===== src/pkg/hmt_pkg.sv =====
// constants, types and register map of the haptic mode and trigger control
// assumes one 40 MHz clock shared with the serial register front end
package hmt_pkg;
    // ------------------------------------------------------------
    // register offsets
    // ------------------------------------------------------------
    localparam logic [7:0] ADDR_STATUS = 8'h00;
    localparam logic [7:0] ADDR_MODE = 8'h01;
    localparam logic [7:0] ADDR_RT_LEVEL = 8'h02;
    localparam logic [7:0] ADDR_FIRE = 8'h0c;
    localparam logic [7:0] ADDR_FORMAT = 8'h1d;

    // ------------------------------------------------------------
    // field positions
    // ------------------------------------------------------------
    localparam int BIT_SOFT_RESET = 7;
    localparam int BIT_STANDBY = 6;
    localparam int MODE_MSB = 2;
    localparam int BIT_CHECK_OUTCOME = 3;
    localparam int BIT_FIRE = 0;
    localparam int BIT_RT_FORMAT = 3;
    localparam int BIT_ANALOG_SEL = 1;

    // ------------------------------------------------------------
    // reset values
    // ------------------------------------------------------------
    localparam logic RST_STANDBY = 1'b1;
    localparam logic [2:0] RST_MODE = 3'h0;
    localparam logic [7:0] RST_RT_LEVEL = 8'h00;
    localparam logic RST_RT_FORMAT = 1'b0;
    localparam logic RST_ANALOG_SEL = 1'b0;

    // ------------------------------------------------------------
    // timing
    // ------------------------------------------------------------
    localparam int SOFT_RESET_NS = 200;
    localparam int CLK_PERIOD_NS = 25;
    localparam int SOFT_RESET_CYCLES = (SOFT_RESET_NS + CLK_PERIOD_NS - 1) / CLK_PERIOD_NS;

    // ------------------------------------------------------------
    // modes and states
    // ------------------------------------------------------------
    typedef enum logic [2:0] {
        MODE_INTERNAL = 3'h0,
        MODE_EDGE = 3'h1,
        MODE_LEVEL = 3'h2,
        MODE_PWM_ANALOG = 3'h3,
        MODE_RESERVED = 3'h4,
        MODE_REALTIME = 3'h5,
        MODE_DIAG = 3'h6,
        MODE_CAL = 3'h7
    } hmt_mode_t;

    typedef enum logic [1:0] {
        RS_RUN = 2'b01,
        RS_CLEAR = 2'b10
    } hmt_rst_state_t;

    typedef struct packed {
        logic wr;
        logic rd;
        logic [7:0] addr;
        logic [7:0] wdata;
    } hmt_reg_req_t;

    typedef struct packed {
        logic start;
        logic cancel;
        logic [2:0] mode;
        logic active_drive;
        logic analog_sel;
        logic [7:0] rt_level;
        logic rt_unsigned;
        logic standby;
    } hmt_engine_ctl_t;
endpackage


===== src/design/hmt_mode_ctrl.sv =====
// operating mode, standby, soft reset and fire control of the haptic driver
// assumes the serial bus front end presents one-cycle register requests on mclk
// and the playback, diagnostic and calibration engines report completion pulses

// Summary of operation
// - writing one to bit 7 aborts playback and restores every register default
// - bit 7 reads one until the reset action ends, then clears itself
// - bit 6 is standby, reset value 1; zero makes the device ready
// - mode bits 2-0 reset to 0; mode 0 fires by software fire bit
// - edge mode: a trigger rising edge while fire is clear sets fire and starts playback
// - edge mode: rising edge while fire is set and engine not done cancels the waveform
// - level mode: rise sets fire, fall cancels, engine completion also clears it
// - level mode: transition to the state already held changes nothing
// - mode 3 drives continuously from pin; select bit picks pwm or analog
// - mode 5 drives continuously from the realtime level value
// - mode 6: host fire write starts diagnostic; device clears fire when done
// - finished diagnostic records pass or fail in the check outcome flag
// - mode 7 fire runs auto calibration; fire clears when it finishes
// - check outcome 0 means pass, 1 means fail; clears when read
// - realtime value signed by default; format bit selects unsigned
module hmt_mode_ctrl (
    input wire logic mclk,
    input wire logic sys_rst,
    input wire hmt_pkg::hmt_reg_req_t reg_req,
    output logic [7:0] reg_rdata,
    output logic reg_rvalid,
    input wire logic trigger_input_pin,
    input wire logic engine_done,
    input wire logic engine_fail,
    output hmt_pkg::hmt_engine_ctl_t engine_ctl
);
    import hmt_pkg::*;

    // ------------------------------------------------------------
    // trigger pin
    // ------------------------------------------------------------
    logic trig_rise;
    logic trig_fall;

    hmt_pin_sync u_trig_sync (
        .mclk(mclk),
        .sys_rst(sys_rst),
        .pin_async(trigger_input_pin),
        .level(),
        .rise(trig_rise),
        .fall(trig_fall)
    );

    // ------------------------------------------------------------
    // state
    // ------------------------------------------------------------
    hmt_rst_state_t rst_state;
    hmt_rst_state_t next_rst_state;
    logic [7:0] rst_cnt;
    logic [7:0] next_rst_cnt;
    logic standby;
    logic next_standby;
    logic [2:0] mode;
    logic [2:0] next_mode;
    logic [7:0] rt_level;
    logic [7:0] next_rt_level;
    logic rt_unsigned;
    logic next_rt_unsigned;
    logic analog_sel;
    logic next_analog_sel;
    logic fire;
    logic next_fire;
    logic check_outcome;
    logic next_check_outcome;
    logic [7:0] rdata;
    logic [7:0] next_rdata;
    logic rvalid;
    logic next_rvalid;
    hmt_engine_ctl_t ctl;
    hmt_engine_ctl_t next_ctl;

    logic wr_mode;
    logic wr_fire;
    logic fire_mode;

    always_comb begin
        wr_mode = reg_req.wr && (reg_req.addr == ADDR_MODE);
        wr_fire = reg_req.wr && (reg_req.addr == ADDR_FIRE);
        fire_mode = (mode == MODE_INTERNAL) || (mode == MODE_DIAG) || (mode == MODE_CAL);

        next_rst_state = rst_state;
        next_rst_cnt = rst_cnt;
        next_standby = standby;
        next_mode = mode;
        next_rt_level = rt_level;
        next_rt_unsigned = rt_unsigned;
        next_analog_sel = analog_sel;
        next_fire = fire;
        next_check_outcome = check_outcome;
        next_rvalid = reg_req.rd;
        next_rdata = 8'h00;
        next_ctl = ctl;
        next_ctl.start = 1'b0;
        next_ctl.cancel = 1'b0;

        // ------------------------------------------------------------
        // soft reset sequence
        // ------------------------------------------------------------
        case (rst_state)
            RS_RUN: begin
                if (wr_mode && reg_req.wdata[BIT_SOFT_RESET]) begin
                    next_rst_state = RS_CLEAR;
                    next_rst_cnt = 8'(SOFT_RESET_CYCLES);
                end
            end
            RS_CLEAR: begin
                if (rst_cnt == 8'h01) begin
                    next_rst_state = RS_RUN;
                end
                next_rst_cnt = rst_cnt - 8'h01;
            end
            default: begin
                next_rst_state = RS_RUN;
            end
        endcase

        // ------------------------------------------------------------
        // register writes and fire control
        // ------------------------------------------------------------
        if (rst_state == RS_RUN && !(wr_mode && reg_req.wdata[BIT_SOFT_RESET])) begin
            if (wr_mode) begin
                next_standby = reg_req.wdata[BIT_STANDBY];
                next_mode = reg_req.wdata[MODE_MSB:0];
            end
            if (reg_req.wr && reg_req.addr == ADDR_RT_LEVEL) begin
                next_rt_level = reg_req.wdata;
            end
            if (reg_req.wr && reg_req.addr == ADDR_FORMAT) begin
                next_rt_unsigned = reg_req.wdata[BIT_RT_FORMAT];
                next_analog_sel = reg_req.wdata[BIT_ANALOG_SEL];
            end

            // engine completion clears fire in every mode
            if (fire && engine_done) begin
                next_fire = 1'b0;
            end

            // reserved mode 4 never fires
            if (!standby) begin
                if (wr_fire && fire_mode) begin
                    if (reg_req.wdata[BIT_FIRE] && !fire) begin
                        next_fire = 1'b1;
                        next_ctl.start = 1'b1;
                    end else if (!reg_req.wdata[BIT_FIRE] && fire) begin
                        next_fire = 1'b0;
                        next_ctl.cancel = 1'b1;
                    end
                end
                if (mode == MODE_EDGE && trig_rise) begin
                    if (fire && !engine_done) begin
                        next_fire = 1'b0;
                        next_ctl.cancel = 1'b1;
                    end else begin
                        next_fire = 1'b1;
                        next_ctl.start = 1'b1;
                    end
                end
                // fire already in the target state: nothing happens
                if (mode == MODE_LEVEL) begin
                    if (trig_rise && !fire) begin
                        next_fire = 1'b1;
                        next_ctl.start = 1'b1;
                    end else if (trig_fall && fire) begin
                        next_fire = 1'b0;
                        next_ctl.cancel = 1'b1;
                    end
                end
            end

            // outcome latches on diagnostic or calibration end; set beats read clear
            if (reg_req.rd && reg_req.addr == ADDR_STATUS) begin
                next_check_outcome = 1'b0;
            end
            if (fire && engine_done && (mode == MODE_DIAG || mode == MODE_CAL)) begin
                next_check_outcome = engine_fail;
            end
        end else begin
            // held at defaults for the whole reset action
            next_standby = RST_STANDBY;
            next_mode = RST_MODE;
            next_rt_level = RST_RT_LEVEL;
            next_rt_unsigned = RST_RT_FORMAT;
            next_analog_sel = RST_ANALOG_SEL;
            next_check_outcome = 1'b0;
            next_fire = 1'b0;
            next_ctl.cancel = fire;
        end

        // ------------------------------------------------------------
        // read data
        // ------------------------------------------------------------
        case (reg_req.addr)
            ADDR_STATUS: next_rdata[BIT_CHECK_OUTCOME] = check_outcome;
            ADDR_MODE: begin
                next_rdata[BIT_SOFT_RESET] = (rst_state == RS_CLEAR);
                next_rdata[BIT_STANDBY] = standby;
                next_rdata[MODE_MSB:0] = mode;
            end
            ADDR_RT_LEVEL: next_rdata = rt_level;
            ADDR_FIRE: next_rdata[BIT_FIRE] = fire;
            ADDR_FORMAT: begin
                next_rdata[BIT_RT_FORMAT] = rt_unsigned;
                next_rdata[BIT_ANALOG_SEL] = analog_sel;
            end
            default: next_rdata = 8'h00;
        endcase
        if (!reg_req.rd) begin
            next_rdata = rdata;
        end

        // ------------------------------------------------------------
        // engine drive controls
        // ------------------------------------------------------------
        next_ctl.mode = next_mode;
        next_ctl.standby = next_standby;
        // standby or mode 0 ends continuous drive
        next_ctl.active_drive = !next_standby &&
            (next_mode == MODE_PWM_ANALOG || next_mode == MODE_REALTIME);
        next_ctl.analog_sel = next_analog_sel;
        next_ctl.rt_level = next_rt_level;
        next_ctl.rt_unsigned = next_rt_unsigned;
    end

    always_ff @(posedge mclk) begin
        if (sys_rst) begin
            rst_state <= RS_RUN;
            rst_cnt <= 8'h00;
            standby <= RST_STANDBY;
            mode <= RST_MODE;
            rt_level <= RST_RT_LEVEL;
            rt_unsigned <= RST_RT_FORMAT;
            analog_sel <= RST_ANALOG_SEL;
            fire <= 1'b0;
            check_outcome <= 1'b0;
            rdata <= 8'h00;
            rvalid <= 1'b0;
            ctl <= '{start: 1'b0, cancel: 1'b0, mode: RST_MODE, active_drive: 1'b0,
                     analog_sel: RST_ANALOG_SEL, rt_level: RST_RT_LEVEL,
                     rt_unsigned: RST_RT_FORMAT, standby: RST_STANDBY};
        end else begin
            rst_state <= next_rst_state;
            rst_cnt <= next_rst_cnt;
            standby <= next_standby;
            mode <= next_mode;
            rt_level <= next_rt_level;
            rt_unsigned <= next_rt_unsigned;
            analog_sel <= next_analog_sel;
            fire <= next_fire;
            check_outcome <= next_check_outcome;
            rdata <= next_rdata;
            rvalid <= next_rvalid;
            ctl <= next_ctl;
        end
    end

    always_comb begin
        reg_rdata = rdata;
        reg_rvalid = rvalid;
        engine_ctl = ctl;
    end
endmodule


===== src/design/hmt_pin_sync.sv =====
// two-flop synchroniser with edge detection for the trigger input pin
// assumes the pin is asynchronous to mclk
module hmt_pin_sync (
    input wire logic mclk,
    input wire logic sys_rst,
    input wire logic pin_async,
    output logic level,
    output logic rise,
    output logic fall
);
    logic meta;
    logic stage;
    logic next_rise;
    logic next_fall;

    // only the second stage looks at meta
    always_comb begin
        next_rise = stage & ~level;
        next_fall = ~stage & level;
    end

    always_ff @(posedge mclk) begin
        if (sys_rst) begin
            meta <= 1'b0;
            stage <= 1'b0;
            level <= 1'b0;
            rise <= 1'b0;
            fall <= 1'b0;
        end else begin
            meta <= pin_async;
            stage <= meta;
            level <= stage;
            rise <= next_rise;
            fall <= next_fall;
        end
    end
endmodule


===== config.mk =====
export PLATFORM = sky130hd
export DESIGN_NAME = hmt_mode_ctrl
export DESIGN_NICKNAME = d
export VERILOG_FILES = /design/src/pkg/hmt_pkg.sv /design/src/design/hmt_mode_ctrl.sv /design/src/design/hmt_pin_sync.sv
export SDC_FILE = /design/constraint.sdc
export NUM_CORES = 1
export LEC_CHECK = 0
export ABC_AREA = 1
export BUFFER_PORTS_ARGS = -buffer_cell sky130_fd_sc_hd__buf_2
export CAP_MARGIN = 5
export CORE_MARGIN = 2
export CORE_UTILIZATION = 35
export CTS_BUF_LIST = sky130_fd_sc_hd__clkbuf_2 sky130_fd_sc_hd__clkbuf_4 sky130_fd_sc_hd__clkbuf_8
export DETAILED_ROUTE_END_ITERATION = 10
export HOLD_SLACK_MARGIN = 0.12
export MAX_ROUTING_LAYER = met4
export PLACE_DENSITY = 0.53
export SLEW_MARGIN = 15
export SYNTH_ARGS = -nofsm -noshare
export SYNTH_HDL_FRONTEND = slang
export SYNTH_HIERARCHICAL = 1
export SYNTH_SLANG_ARGS = --single-unit

===== constraint.sdc =====
create_clock -name mclk -period 3.5 [get_ports mclk]
set_input_delay 0.35 -clock mclk [delete_from_list [all_inputs] [get_ports mclk]]
set_output_delay 0.35 -clock mclk [all_outputs]
set_load 0.005 [all_outputs]

# After elaboration in Yosys (flattened, before gate mapping)
# Index checks and enable logic that the tools add are counted.
# totals
regBits	43
in_bits	23
output_inout_bits	26
word_cells	117
# classes
n_addsub	1
eq_ne	15
mux	43
bitwise_logic	5
reduce_logical	34
# ops
cell	count
$mux W1	26
$logic_and A1 B1 Y1	17
$eq A8 B1 Y1 const B	2
$mux W8	2
$pmux W8 S2	1
$mux W2	6
$eq A3 B3 Y1 const B	3
$pmux W1 S3	3
$eq A8 B2 Y1 const B	1
$eq A8 B4 Y1 const B	1
$eq A8 B5 Y1 const B	1
$logic_not A8 Y1	1
$pmux W2 S2	2
$sub A8 B1 Y8 const B	1
$eq A3 B2 Y1 const B	2
$mux W3	2
$logic_not A1 Y1	5
$logic_or A1 B1 Y1	4
$ne A2 B2 Y1 const B	2
$reduce_and A2 Y1	2
$reduce_bool A2 Y1	2
$eq A3 B1 Y1 const B	1
$logic_not A3 Y1	1
$not A1 Y1	3
6 further kinds	7

# Logic depth before layout (Yosys ltp)
# Gate-level depths: netlist of run 1.
# depth
depth_word	12
mapped_depth	10
ltp_nobuf	10

# Cells and area by module
# The synthesis of run 1 kept the hierarchy.
# by_module_without_submodules
mod	n_inst	cells_per_inst	area_per_inst_um2	seq_area_each_um2
hmt_mode_ctrl	1	281	1966.9	760.7
hmt_pin_sync	1	15	140.1	100.1

# Worst setup path before layout of run 1
# No wires, ideal clock.
# synth_path
kind	input port to flip-flop
from	input port reg_req[12] in the netlist's numbering
to	register ctl (netlist bit engine_ctl[13])
setup_ns	0.120
arrival_ns	1.192
required_time_ns	3.380
setup_slack_ns	2.188
stages	9
n_path_buf	1
cell_sequence	inv_1 -> nand2_1 -> nor2_2 -> nand2_4 -> nor2_8 -> nand2_4 -> nand3_4 -> buf_6 -> nor2_1
# synth_via
elab_chain_cells	6
elab_cells_between_ends	7
classes_between	eq/ne (1); mux (2); reduce/logical (4)
# synth_lines
item	line	rtl
start: declaration	hmt_mode_ctrl.sv:24	input wire hmt_pkg::hmt_reg_req_t reg_req,
$eq A8 B1 Y1 *	hmt_mode_ctrl.sv:82	wr_mode = reg_req.wr && (reg_req.addr == ADDR_MODE);
$logic_and A1 B1 Y1 *	hmt_mode_ctrl.sv:82	
$logic_and A1 B1 Y1	hmt_mode_ctrl.sv:125	if (rst_state == RS_RUN && !(wr_mode && reg_req.wdata[BIT_SOFT_RESET])) begin
$logic_not A1 Y1	hmt_mode_ctrl.sv:125	
$logic_and A1 B1 Y1	hmt_mode_ctrl.sv:125	
$mux W3 *	hmt_mode_ctrl.sv:125	
end signal: assignment	hmt_mode_ctrl.sv:242	ctl <= '{start: 1'b0, cancel: 1'b0, mode: RST_MODE, active_drive: 1'b0,
end signal: assignment	hmt_mode_ctrl.sv:257	ctl <= next_ctl;
end: declaration	hmt_mode_ctrl.sv:74	hmt_engine_ctl_t ctl;
# Every way passes the cells marked *; elsewhere a longest branch is shown, timed or not.
# A chain may end at the register's enable or synchronous reset.

==> results of run 1 <==
sequential cells by signal, indices dropped and copies added, names as in the netlist:
signal,cells
u_trig_sync/fall,1
engine_ctl,17
reg_rvalid,1
fire,1
check_outcome,1
u_trig_sync/meta,1
u_trig_sync/level,1
u_trig_sync/rise,1
u_trig_sync/stage,1
rst_cnt,8
reg_rdata,8
rst_state,2
report_power, final:
group / internal (uW) / switching (uW)
Combinational: 20.4 / 38.3
Clock: 231 / 172
Sequential: 495 / 3.29
final timing paths:
kind	cells after the start	endpoint	startpoint	slack [ps]
setup / recovery	7	fire$_SDFF_PP0_	engine_ctl[13]$_SDFF_PP0_	2140
hold / removal	3	u_trig_sync/meta$_SDFF_PP0_	trigger_input_pin	270
setup reg to reg	7	fire$_SDFF_PP0_	engine_ctl[13]$_SDFF_PP0_	2140
hold reg to reg	1	u_trig_sync/rise$_SDFF_PP0_	u_trig_sync/level$_SDFF_PP0_	420
kinds of logic (layout without fill, tap and decap cells):
kind of cell               count (synthesis)  after routing  share of synthesized area
DFF                                       43             43                      0.409
AOI/OAI and AO/OA                         56             56                      0.145
and+or+nand+nor                          145            145                      0.334
buffers and inverters                     50             98                     0.0998
adders and majority gates                  2              2                     0.0119
through the flow:
stage	instance area [um2]	total power [uW]	util	setup WS [ps]	hold slack, ps
after floorplan	2110	540	-	2190	388
after global placement	2390	568	0.406	1830	404
after detailed placement	2390	569	0.406	1830	410
after CTS	2510	968	0.426	2110	264
after global routing	2510	1000	0.426	1970	260
final	2510	960	0.426	2140	265
routing by layer:
layer / global-route usage / vias to the layer above / share of wire
met2: 0.263 / 43 / 0.45
met1: 0.224 / 886 / 0.49
li1: - / 1047 / -
met3: 0.0330 / 7 / 0.051
met5: - / - / 0
met4: 0.0600 / 0 / 0.016
worst reg2reg max path, cell delays in order, from the launching register on:
cell and delay, ps:
dfxtp_1 450, inv_1 110, nor3_1 290, nand3_1 140, o21ai_2 90, inv_1 60
nand2_1 60, a21oi_1 50
cell usage in the layout (no fill, tap or decap), types with 4 or more instances in the layout:
master    Yosys  layout
a21oi_1      28      28
buf_2         3      48
o21ai_0      16      16
or2_2         4       4
nand4_1       7       7
clkbuf_8      0       6
nor2_1       26      26
dfxtp_1      43      43
inv_1        39      39
nand2_1      72      72
nand3_1      15      15
final cells by class:
class                   instances  area [um2]
inverters                      42         158
multi-input cells             203        1040
fillers                       644        3380
clock buffers                   6        82.6
repair buffers                 48         240
clock inverters                 2        35.0
well taps                      75        93.8
flip-flops and latches         43         861
==> metrics, run 1 <==
Synth Warn #=6; post-synthesis sequential area ratio=0.409; TritonCTS clock tree=done; most used cell, CP=inv_1; Crit Path Max Fanout=6; # IOs=49; Resize count post-CTS=0; WL per Instance=12.4 um; CP arrival=1540 ps; Max-slew headroom=0.648; vias=1983; Yosys top cell area share=0.409; first-pass GRT wire length=8430 um; total track usage=0.171; Die W=81.6 um; most common cell in the netlist=nand2_1; final std cells w/o fill=419; delay-heaviest family, CP=simple AND/OR/NAND/NOR gates; final hold vios=0; min-delay worst type=primary input to register; run status=completed; Largest stage delay, worst path=450 ps; setup violators final=0; Max Buffers Root-to-Sink=2; fin. max-slew vios=0; full die area=6660 um2; Netlist cell types=31; cell taking the most area after synthesis=dfxtp_1; critical path class=register to register; PwrDens=383 nW/um2; Final GP Congestion=0.804; postcts setup bufs=0; EDFF count, synth=0; fmax=0.737 GHz; Area Growth Syn to Fin=18.9%; Syn Area/Cell=7.12 um2; Cell Area, Synth=2110 um2; share of layout cells above drive strength 1=0.233; Critical-path top delay cell=dfxtp_1; Initial Utilization=0.358; CP Data Required Time=3680 ps; CTS Sinks=43; Worst Setup Start Kind=register; H-tree depth=2; Max VDD drop=0.000211 V; Max-Cap Viols=0; TNS Setup=0 ps; port bufs=48; RSZ-0062 raised after global routing=no; ys flop type=dfxtp_1; Overflow after GRT=0; fin crit period=1360 ps; Pleak=0.00124 uW; final worst clock skew=10.4 ps; Placed Cells=411; Diodes inserted=0; fin crit share=0.388; Num CTS Buffers=5; DRT antenna net count=0; post-DP HPWL=4100 um; Critical path buffers and inverters=2; crit path cell chain=inv_1, nor3_1, nand3_1, o21ai_2, inv_1, nand2_1, a21oi_1; Post-route DRC=0; Die Ht=81.6 um; Slew @ Worst Pin=526 ps; ys async rst share=0; flops & latches, synth=43; hold_buf cts=0; Clock Latency Late Sink=300 ps; Post-Syn Instances=296; initial antenna violation count=0; crit path capture type=register; synth cell count leaders=72 x nand2_1, 43 x dfxtp_1, 39 x inv_1; Core ar.=5890 um2; Syn Nets=321; WL final=5200 um; Core Rows=28; largest net degree at the start of global routing=15; DR vias/cell=4.73; CTS Root Cell=clkbuf_8; First-pass DRT Iterations=4; Final #Nets=368; DR iter-0 viols=90; top area cells in the synthesized netlist=dfxtp_1 41%, nand2_1 13%, inv_1 6.9%, a21oi_1 6.7%, nor2_1 4.6%; vias in the first global route=1799; Worst-path clk slew=80 ps
(Power assumes the default switching activity.)
==> inputs of run 2 (changes only) <==
- clock period: 3.5 -> 1.3 ns (I/O delays scaled with it)
==> run 2 against run 1 <==
- combinational power grew to 3.3 times the previous value
- critical path depth is 1 lower
- non-clock buffer count is 29 higher
- routed wire length is 7.9% higher
- cell count is 6.7% higher
- clock skew hardly changed
- cell area is 10% higher
- sequential share of layout area is 3.0 points lower
- first-iteration DRC count is 1.1% higher
- critical path type unchanged
- critical endpoint is now rst_cnt[7]$_SDFFE_PP0P_
==> metrics, run 2 (synthesis results as in run 1) <==
run status=completed (unchanged); most used cell, CP=nand2_1 (was inv_1); port bufs=48 (unchanged); Clock Latency Late Sink=300 ps (about the same); crit path cell chain=or2_2, nor2_4, nand2_1, o21ai_0, nand2_1, a21oi_1 (was inv_1, nor3_1, nand3_1, o21ai_2, inv_1, nand2_1, a21oi_1); fill count=639 (was 644); DRT antenna net count=0 (unchanged); fin crit share=0.953 (was 0.388); share of layout cells above drive strength 1=0.293 (was 0.233); Pleak=0.00138 uW (was 0.00124 uW); total track usage=0.181 (was 0.171); Max Buffers Root-to-Sink=2 (unchanged); Initial Utilization=0.358 (unchanged); first-pass GRT wire length=8960 um (was 8430 um); Final #Nets=397 (was 368); reg2reg setup slack=60 ps (was 2140 ps); R2R depth=6 (was 7); # IOs=49 (unchanged); fin. max-slew vios=0 (unchanged); post-DP HPWL=4270 um (was 4100 um); fin crit period=1240 ps (was 1360 ps); delay-heaviest family, CP=simple AND/OR/NAND/NOR gates (unchanged); Slew @ Worst Pin=304 ps (was 526 ps); commonest non-fill, non-tap cell in the layout=nand2_1 (unchanged); WL per Instance=12.6 um (was 12.4 um); WP depth=6 (was 7); Diodes inserted=0 (unchanged); vias in the first global route=1881 (was 1799); Final GP Congestion=0.826 (was 0.804); initial antenna violation count=0 (unchanged); DR vias/cell=4.72 (was 4.73); Critical-path top delay cell=dfxtp_1 (unchanged); Max-slew headroom=0.796 (was 0.648); critical path class=register to register (unchanged); Worst-path clk slew=90 ps (was 80 ps); First-pass DRT Iterations=4 (unchanged); final hold vios=0 (unchanged); vias=2109 (was 1983); H-tree depth=2 (unchanged); Crit Path Max Fanout=5 (was 6); Area Growth Syn to Fin=31.2% (was 18.9%); crit path capture type=register (unchanged); Overflow after GRT=0 (unchanged); Max-Cap Viols=0 (unchanged); Critical path buffers and inverters=0 (was 2); Largest stage delay, worst path=340 ps (was 450 ps); Util after Layout=0.470 (was 0.426); Core Rows=28 (unchanged); TritonCTS clock tree=done (unchanged); Die W=81.6 um (unchanged); Core ar.=5890 um2 (unchanged); largest net degree at the start of global routing=15 (unchanged); Num CTS Buffers=5 (unchanged); most frequent cells in the layout=72 x nand2_1, 48 x buf_2, 39 x inv_1, 39 x dfxtp_1, 28 x a21oi_1 (was 72 x nand2_1, 48 x buf_2, 43 x dfxtp_1, 39 x inv_1, 28 x a21oi_1); Die Ht=81.6 um (unchanged); final worst clock skew=10.2 ps (was 10.4 ps); PwrDens=931 nW/um2 (was 383 nW/um2); CTS Root Cell=clkbuf_8 (unchanged); setup violators final=0 (unchanged); WL final=5610 um (was 5200 um); CP Data Required Time=1530 ps (was 3680 ps); CTS Sinks=43 (unchanged); worst hold stages=3 (unchanged); min-delay worst type=primary input to register (unchanged); hold slack=138 ps (was 265 ps); fmax=0.807 GHz (was 0.737 GHz); DR iter-0 viols=91 (was 90); CP arrival=1470 ps (was 1540 ps); Max VDD drop=0.000408 V (was 0.000211 V); Largest register FFs=17 (unchanged); full die area=6660 um2 (unchanged); Post-route DRC=0 (unchanged); Worst Setup Start Kind=register (unchanged)
==> run 2: changes by cell type in the layout (fill, tap and decap cells not counted), moves of 2 or more <==
cell and delta:
buf_4 +21, dlygate4sd3_1 +8, nor2_1 -2, dfxtp_2 +4
dfxtp_1 -4
==> run 2: repair_timing <==
item                                   CTS  global route
setup buffers                            0             1
endpoints found under the hold margin    9             0
setup endpoints to repair                1             7
pin swaps                                0             3
hold buffers                             8             0
gates resized for setup                  1            10
==> run 2: routing by layer <==
| layer | up-vias | GRT usage | wire, um |
|---|---|---|---|
| met5 | - | - | 0 |
| met4 | 0 | 0.0417 | 53 |
| met3 | 5 | 0.0396 | 384 |
| met2 | 57 | 0.282 | 2560 |
| met1 | 943 | 0.243 | 2610 |
| li1 | 1104 | - | - |
==> run 2: worst reg2reg max path, cell delays in order, from the launching register on <==
cell and delay [ps]:
dfxtp_1 340, or2_2 320, nor2_4 130, nand2_1 80
o21ai_0 140, nand2_1 70, a21oi_1 100
==> run 2: final timing paths <==
path,endpoint,from
min reg2reg,u_trig_sync/stage$_SDFF_PP0_,u_trig_sync/meta$_SDFF_PP0_
max,rst_cnt[7]$_SDFFE_PP0P_,rst_cnt[3]$_SDFFE_PP0P_
max reg2reg,rst_cnt[7]$_SDFFE_PP0P_,rst_cnt[3]$_SDFFE_PP0P_
min,engine_ctl[3]$_SDFFE_PP0P_,reg_req[1]
==> run 2: layout make-up <==
class / count / area [um2] / share of cell area
Clock buffer: 6 / 76.3 / 0.0276
Clock inverter: 1 / 30.0 / 0.0109
Inverter: 42 / 158 / 0.0570
Multi-Input combinational cell: 203 / 1060 / 0.384
Sequential cell: 43 / 866 / 0.313
Tap cell: 75 / 93.8 / 0.0340
Timing Repair Buffer: 77 / 478 / 0.173
==> run 2: power by group <==
group | internal [uW] | leakage (uW) | switching [uW] | total [uW]
sequential | 1330 | 0.000350 | 8.47 | 1340
clock | 585 | 0.0000547 | 452 | 1040
combinational | 83.5 | 0.000979 | 111 | 194
==> run 2: through the flow <==
stage	setup TNS [ps]	total power [uW]	setup WS (ps)	instance area, um2	std cells
3_5_place_dp	-49.3	1550	-31.8	2540	431
2_1_floorplan	0	1450	139	2110	296
6_report	0	2570	60.7	2760	447
3_3_place_gp	-56.7	1550	-38.7	2540	431
4_1_cts	0	2600	3.73	2730	446
5_1_grt	-20.7	2680	-20.7	2760	447
